### src/verilog/csi_map.svh
`ifndef CSI_MAP_SVH
`define CSI_MAP_SVH
// ----------------------------------------
// Register indices (byte address = 4 * index)
// ----------------------------------------
`define CSI_IDX_PULL 16'hff45
`define CSI_IDX_CTL  16'hff70
`define CSI_IDX_FMT  16'hff71
`define CSI_IDX_DLO  16'hff72
`define CSI_IDX_DHI  16'hff73
`define CSI_IDX_MASK 16'hffe2
`define CSI_IDX_FLAG 16'hfff2
// ----------------------------------------
// Field positions
// ----------------------------------------
`define CSI_CTL_EN   0
`define CSI_CTL_TRG  1
`define CSI_CTL_SOE  2
`define CSI_FMT_EDGE 2
`define CSI_FMT_MSB  3
`define CSI_IRQ_BIT  0
// ----------------------------------------
// Reset values and counts
// ----------------------------------------
`define CSI_PULL_RST 4'hf
`define CSI_LAST_BIT 3'h7
`endif

### src/verilog/csi_pkg.sv
package csi_pkg;
    // Clock source select, two-bit field
    typedef enum logic [1:0] {
        CSI_SLAVE = 2'b00,
        CSI_TIMER = 2'b01,
        CSI_DIV2  = 2'b10,
        CSI_OSC   = 2'b11
    } csi_mode_type;

    typedef enum logic {
        CSI_IDLE = 1'b0,
        CSI_RUN  = 1'b1
    } csi_phase_type;

    // Wishbone request from the master
    typedef struct packed {
        logic        cyc;
        logic        stb;
        logic        we;
        logic [17:0] adr;
        logic [3:0]  sel;
        logic [31:0] dat;
    } csi_wb_req_type;

    // Wishbone answer to the master
    typedef struct packed {
        logic        ack;
        logic [31:0] dat;
    } csi_wb_rsp_type;

    // Four shared pins: level, enable and pull-down
    typedef struct packed {
        logic [3:0] o;
        logic [3:0] oe;
        logic [3:0] pd;
    } csi_pins_type;

    typedef struct packed {
        logic [2:0]     sync1;
        logic [2:0]     sync2;
        logic [2:0]     sync3;
        logic [2:0]     filt;
        logic           sclk;
        logic           rx_bit;
        logic [7:0]     sh;
        logic [2:0]     cnt;
        csi_phase_type  phase;
        logic           en;
        logic           soe;
        logic [3:0]     pull;
        csi_mode_type   mode;
        logic           edge_sel;
        logic           msb;
        logic           mask;
        logic           flag;
        logic           irq;
        logic           serial_data_out;
        csi_wb_rsp_type rsp;
        csi_pins_type   pins;
    } csi_state_type;
endpackage

### src/verilog/csi_serial.sv
`timescale 1ns/100ps
`include "csi_map.svh"
// Notes on behaviour
// - Enable bit maps three pins to serial, four in slave
// - Pin four is ready output in slave
// - Data out pin driven only when enabled
// - Pull-downs reset on; clock one slave-only
// - Mode field picks clock source, resets slave
// - Timer mode halves timer underflow pulses
// - Phase bit picks input sampling edge
// - Output data changes on fixed edge
// - Order bit: msb or lsb first
// - Writing one triggers; zero does nothing
// - Trigger reads one until eight clocks
// - Shift eight data bits out
// - Received bits readable as parallel byte
// - Mask bit gates serial interrupt
// - Flag sets per byte; write one clears
// - Request held while flag and mask set
module csi_serial #(
    parameter bit NEG_POL = 1'b0
) (
    input  wire logic                    clk_i,
    input  wire logic                    rst_i,
    input  wire csi_pkg::csi_wb_req_type wb_req_i,
    output      csi_pkg::csi_wb_rsp_type wb_rsp_o,
    input  wire logic [3:0]              pin_i,
    input  wire logic [3:0]              gp_o_i,
    input  wire logic [3:0]              gp_oe_i,
    input  wire logic                    low_speed_osc_i,
    input  wire logic                    timer_underflow_i,
    output      csi_pkg::csi_pins_type   pins_o,
    output      logic                    irq_o
);
    import csi_pkg::*;

    csi_state_type q;
    csi_state_type n;
    logic          hit;
    logic          wr;
    logic [15:0]   idx;
    logic          tick;
    logic          rise;
    logic          fall;
    logic          bit_in;
    logic          trg_wr;

    // ----------------------------------------
    // Next state
    // ----------------------------------------
    always_comb begin
        n = q;
        // Pins and oscillator are foreign: three stages, accept on agreement
        n.sync1 = {low_speed_osc_i, pin_i[2], pin_i[0]};
        n.sync2 = q.sync1;
        n.sync3 = q.sync2;
        for (int i = 0; i < 3; i++) begin
            if (q.sync2[i] == q.sync3[i]) begin
                n.filt[i] = q.sync2[i];
            end
        end

        // Bus slave: one-cycle answer, unmapped reads zero
        hit    = wb_req_i.cyc & wb_req_i.stb & ~q.rsp.ack;
        wr     = hit & wb_req_i.we & wb_req_i.sel[0];
        idx    = wb_req_i.adr[17:2];
        trg_wr = 1'b0;
        n.rsp.ack = hit;
        n.rsp.dat = 32'h0;
        if (hit && !wb_req_i.we) begin
            unique case (idx)
                `CSI_IDX_PULL: n.rsp.dat[3:0] = q.pull;
                `CSI_IDX_CTL:  n.rsp.dat[3:0] = {1'b0, q.soe, q.phase, q.en};
                `CSI_IDX_FMT:  n.rsp.dat[3:0] = {q.msb, q.edge_sel, q.mode};
                `CSI_IDX_DLO:  n.rsp.dat[3:0] = q.sh[3:0];
                `CSI_IDX_DHI:  n.rsp.dat[3:0] = q.sh[7:4];
                `CSI_IDX_MASK: n.rsp.dat[3:0] = {3'h0, q.mask};
                `CSI_IDX_FLAG: n.rsp.dat[3:0] = {3'h0, q.flag};
                default:       n.rsp.dat = 32'h0;
            endcase
        end
        // Any data access restarts the bit counter while stopped
        if (hit && (idx == `CSI_IDX_DLO || idx == `CSI_IDX_DHI)
            && q.phase == CSI_IDLE) begin
            n.cnt = 3'h0;
        end
        if (wr) begin
            unique case (idx)
                `CSI_IDX_PULL: n.pull = wb_req_i.dat[3:0];
                `CSI_IDX_CTL: begin
                    n.en   = wb_req_i.dat[`CSI_CTL_EN];
                    n.soe  = wb_req_i.dat[`CSI_CTL_SOE];
                    trg_wr = wb_req_i.dat[`CSI_CTL_TRG];
                end
                `CSI_IDX_FMT: begin
                    n.mode     = csi_mode_type'(wb_req_i.dat[1:0]);
                    n.edge_sel = wb_req_i.dat[`CSI_FMT_EDGE];
                    n.msb      = wb_req_i.dat[`CSI_FMT_MSB];
                end
                `CSI_IDX_DLO: n.sh[3:0] = wb_req_i.dat[3:0];
                `CSI_IDX_DHI: n.sh[7:4] = wb_req_i.dat[3:0];
                `CSI_IDX_MASK: n.mask = wb_req_i.dat[`CSI_IRQ_BIT];
                `CSI_IDX_FLAG: begin
                    if (wb_req_i.dat[`CSI_IRQ_BIT]) begin
                        n.flag = 1'b0;
                    end
                end
                default: n.flag = q.flag;
            endcase
        end
        // A second trigger during a run is dropped, not restarted
        if (trg_wr && q.phase == CSI_IDLE) begin
            n.phase = CSI_RUN;
            n.cnt   = 3'h0;
        end

        // Clock source: internal level is always positive-polarity
        unique case (q.mode)
            CSI_OSC:   tick = n.filt[2] ^ q.filt[2];
            CSI_DIV2:  tick = n.filt[2] & ~q.filt[2];
            CSI_TIMER: tick = timer_underflow_i;
            CSI_SLAVE: tick = 1'b0;
        endcase
        if (q.mode == CSI_SLAVE) begin
            n.sclk = n.filt[1] ^ NEG_POL;
        end else if (q.phase == CSI_RUN) begin
            if (tick) begin
                n.sclk = ~q.sclk;
            end
        end else begin
            n.sclk = 1'b1;
        end
        rise = n.sclk & ~q.sclk & (q.phase == CSI_RUN);
        fall = ~n.sclk & q.sclk & (q.phase == CSI_RUN);

        // Sampling on the leading edge holds the bit until the shift
        if (fall && !q.edge_sel) begin
            n.rx_bit = q.filt[0];
        end
        bit_in = q.edge_sel ? q.filt[0] : q.rx_bit;
        if (rise) begin
            if (q.msb) begin
                n.sh = {q.sh[6:0], bit_in};
            end else begin
                n.sh = {bit_in, q.sh[7:1]};
            end
            n.cnt = q.cnt + 3'h1;
            if (q.cnt == `CSI_LAST_BIT) begin
                n.phase = CSI_IDLE;
                n.flag  = 1'b1;
                n.cnt   = 3'h0;
            end
        end

        // Output bit follows the shift register, so it moves on the trailing edge
        n.serial_data_out = n.msb ? n.sh[7] : n.sh[0];
        n.irq  = n.flag & n.mask;

        // Pin multiplexer, registered so every pin comes from a flop
        n.pins.o  = gp_o_i;
        n.pins.oe = gp_oe_i;
        if (n.en) begin
            n.pins.oe[0] = 1'b0;
            if (n.soe) begin
                n.pins.o[1]  = n.serial_data_out;
                n.pins.oe[1] = 1'b1;
            end
            if (n.mode == CSI_SLAVE) begin
                n.pins.oe[2] = 1'b0;
                n.pins.o[3]  = (n.phase == CSI_RUN);
                n.pins.oe[3] = 1'b1;
            end else begin
                n.pins.o[2]  = n.sclk ^ NEG_POL;
                n.pins.oe[2] = 1'b1;
            end
        end
        // A driven pin never needs its pull-down
        n.pins.pd = n.pull & ~n.pins.oe;
    end

    // ----------------------------------------
    // State register
    // ----------------------------------------
    always_ff @(posedge clk_i) begin
        if (rst_i) begin
            q       <= '0;
            q.sclk  <= 1'b1;
            q.pull  <= `CSI_PULL_RST;
            q.mode  <= CSI_SLAVE;
            q.phase <= CSI_IDLE;
        end else begin
            q <= n;
        end
    end

    // Outputs straight from the state flops
    assign wb_rsp_o = q.rsp;
    assign pins_o   = q.pins;
    assign irq_o    = q.irq;

    // ----------------------------------------
    // Checks
    // ----------------------------------------
    logic rise_q;
    logic trg_q;

    // Edge and trigger history for the checks only
    always_ff @(posedge clk_i) begin
        if (rst_i) begin
            rise_q <= 1'b0;
            trg_q  <= 1'b0;
        end else begin
            rise_q <= rise;
            trg_q  <= trg_wr & (q.phase == CSI_IDLE);
        end
    end
endmodule

### config.mk
export PLATFORM = sky130hd
export DESIGN_NAME = csi_serial
export DESIGN_NICKNAME = d
export VERILOG_FILES = /design/src/verilog/csi_pkg.sv /design/src/verilog/csi_serial.sv
export VERILOG_INCLUDE_DIRS = /design/src /design/src/verilog
export SDC_FILE = /design/constraint.sdc
export NUM_CORES = 1
export LEC_CHECK = 0
export BUFFER_PORTS_ARGS = -buffer_cell sky130_fd_sc_hd__buf_2
export CORE_MARGIN = 2
export CORE_UTILIZATION = 50
export CTS_BUF_LIST = sky130_fd_sc_hd__clkbuf_4
export DETAILED_ROUTE_END_ITERATION = 16
export GPL_TIMING_DRIVEN = 0
export PLACE_DENSITY_LB_ADDON = 0.1
export SKIP_CTS_REPAIR_TIMING = 1
export SLEW_MARGIN = 5
export SYNTH_ARGS = -nofsm -noshare
export SYNTH_HDL_FRONTEND = slang
export SYNTH_SLANG_ARGS = --single-unit
### constraint.sdc
create_clock -name clk_i -period 2.8 [get_ports clk_i]
set_clock_uncertainty 0.15 [all_clocks]
set_input_delay 0.28 -clock clk_i [delete_from_list [all_inputs] [get_ports clk_i]]
set_output_delay 0.28 -clock clk_i [all_outputs]
set_load 0.02 [all_outputs]
==> impl_metrics.tcl <==
set metrics [dict create \
    r2r_cells 8 \
    cts_tree "built" \
    die_width_um 81.1 \
    synth_top_flop_cell "dfxtp_1" \
    hold_class "input port to flip-flop" \
    power.total_uw 1460 \
    path_cells "maj3_1, ha_1, inv_1, mux4_2, nand2_1, clkbuf_4, a211oi_1, a211oi_1" \
    core_area_um2 5850 \
    maxCapViolations 0 \
    p_leak_uw 0.00171 \
    clockBufferDepth 2 \
    cp-endpoint "q[67]" \
    row_count 28 \
    final_cell_mix "dfxtp_1 (56), buf_2 (54), buf_4 (45), conb_1 (28), nor2_1 (27)" \
    clkTransAtPathRegs_ps 160 \
    track_usage_pct 20.5 \
    initial_core_util_pct 50.9 \
    dpl.cell_count 471 \
    rsz0062_at_grt "no" \
    status "finished clean" \
    grt_pass1_wl_um 10300 \
    dr.pass1.iters 4 \
    layout_commonest_cell "dfxtp_1" \
    fin_crit_sh_pct 92.6 \
    slew_violations 0 \
    grt_max_degree 17 \
    r2r-end "q[67]" \
    power_density_nw_per_um2 408 \
    ys_seq_area_share_pct 37.7 \
    synth_edf_count 0 \
    min_from "gp_o_i[2]" \
    end_kind "flip-flop" \
    worst_slew_pin_slew_ps 655 \
    finalHoldViolations 0 \
    arrival_ps 2740 \
    htreeDepth 2 \
    nFillCells 539 \
    peakVddDrop_uv 254 \
    portBuffers 51 \
    drtAntennaViolNets 0 \
    synth_area_um2 2980 \
    netlist_instances 318 \
    fmax_mhz 386 \
    cts.sinks 56 \
    critPathMostFrequentCell "a211oi_1" \
    io_pins 119 \
    period_needed_ps 2590 \
    gp_congestion 0.949 \
    r2r-start "q[75]" \
    ys_types 55 \
    gr-total-overflow 0 \
    dp_hpwl_um 5000 \
    fin_hold_ws_ps 23.4 \
    syn_area_per_cell_um2 9.36 \
    cts_buffers 5 \
    final_cells 486 \
    ctsRootBufferMaster "clkbuf_4" \
    grt_pass1_vias 2132 \
    cp-startpoint "q[75]" \
    maxSlewHeadroom_pct 56.3 \
    worstSetupPathType "flip-flop to flip-flop" \
    antenna_found_initial 0 \
    crit_path_top_delay_cell "mux4_2" \
    ys_seq_elements 56 \
    setup_tns_ps 0 \
    post_drt_via_cell_ratio 5.06 \
    reg2reg_slack_ps 210 \
    drive_gt1_share_pct 32.6 \
    multiInputGateArea_um2 1540 \
    n_antenna_cell 0 \
    worstPathMaxFanout 10 \
    die_h_um 81.1 \
    vias 2457 \
    finalSetupViolations 0 \
    wl_per_cell_um 13.6 \
    cp-start-kind "flip-flop" \
    critical_path_required_ps 2940 \
    drt_iter0_markers 159 \
    nNetsFinal 486 \
    synthToLayoutAreaGrowth_pct 20.4 \
    clk_latency_ps 380 \
    seq_area_um2 1120 \
    post-route-util_pct 61.2 \
    dieArea_um2 6580 \
    drc_errors 0 \
    async_flop_share_pct 0 \
    yosysWarningCount 0 \
    wirelength_um 6620 \
    cp_slowest_stage_delay_ps 470 \
]
[registers in the layout, indices dropped and copies added (netlist names)]
register  cells
q            32
n             6
wb_rsp_o      5
pins_o       12
irq_o         1
[worst min path at each step]
stage | end | slack (ps) | depth (start not counted)
2_1_floorplan | pins_o[3] | 200 | 1
3_3_place_gp | n[77] | 270 | 1
3_5_place_dp | n[76] | 280 | 1
4_1_cts | pins_o[1] | -90 | 2
5_1_grt | pins_o[6] | 20 | 3
6_report | pins_o[10] | 20 | 3
[metal layers]
metal	part of all wire (%)	vias to the layer above	track usage, %
met3	5.6	6	2.78
met4	0.98	0	4.75
li1	-	1233	-
met1	45	1150	27.7
met2	48	68	34.9
met5	0	-	0
[through the flow]
step	setup slack, ps	cell area (um^2)
after global placement	224	3430
final	208	3580
after floorplan	395	3080
after detailed placement	180	3430
after CTS	146	3510
after global routing	28.4	3580
[area by class of cell]
class | count | area share [%]
multi-input combinational | 222 | 42.8
sequential | 56 | 31.3
buffer | 59 | 11.1
timing repair buffer | 58 | 9.08
tap | 75 | 2.62
clock buffer | 6 | 1.26
clock inverter | 2 | 0.978
inverter | 8 | 0.838
[synthesized netlist by cell type, types with 4 or more instances]
cell,instances,area [um^2]
buf_4,45,338
buf_2,4,20.0
nor2_1,27,101
dfxtp_1,56,1120
and2_1,4,25.0
mux4_2,4,90.1
nand3_1,4,20.0
mux2i_1,21,210
nor2b_1,20,125
o21ai_0,6,30.0
a211oi_1,15,113
inv_1,8,30.0
nand2_1,19,71.3
clkbuf_1,8,30.0
nand4_1,4,25.0
a21oi_1,10,50.1
nor3_1,4,20.0
[power by group]
| group | switching, uW | internal (uW) |
|---|---|---|
| registers | 4.75 | 813 |
| clock network | 247 | 197 |
| logic | 113 | 88.5 |
| total | 364 | 1100 |
[worst max-delay path: cells and delay by family, from the launching register on]
| kind | cells | cell delay, ps |
|---|---|---|
| multiplexers | 1 | 470 |
| buffers and inverters | 2 | 330 |
| AO/OA/AOI/OAI | 2 | 290 |
| flip-flops | 1 | 350 |
| adder cells (fa/ha/maj) | 2 | 670 |
| AND/OR/NAND/NOR | 1 | 250 |
[logic make-up (layout without fill, tap and decap cells)]
group,count (synthesis),in the layout,synth area share [%]
AO/OA/AOI/OAI,48,48,11.9
adder cells (fa/ha/maj),5,5,1.98
buffers and inverters,67,133,14.3
flip-flops,56,56,37.7
multiplexers,28,28,11.2
other,1,28,0.126
AND/OR/NAND/NOR,113,113,22.8
No activity file was read; power rests on OpenSTA's default activity.
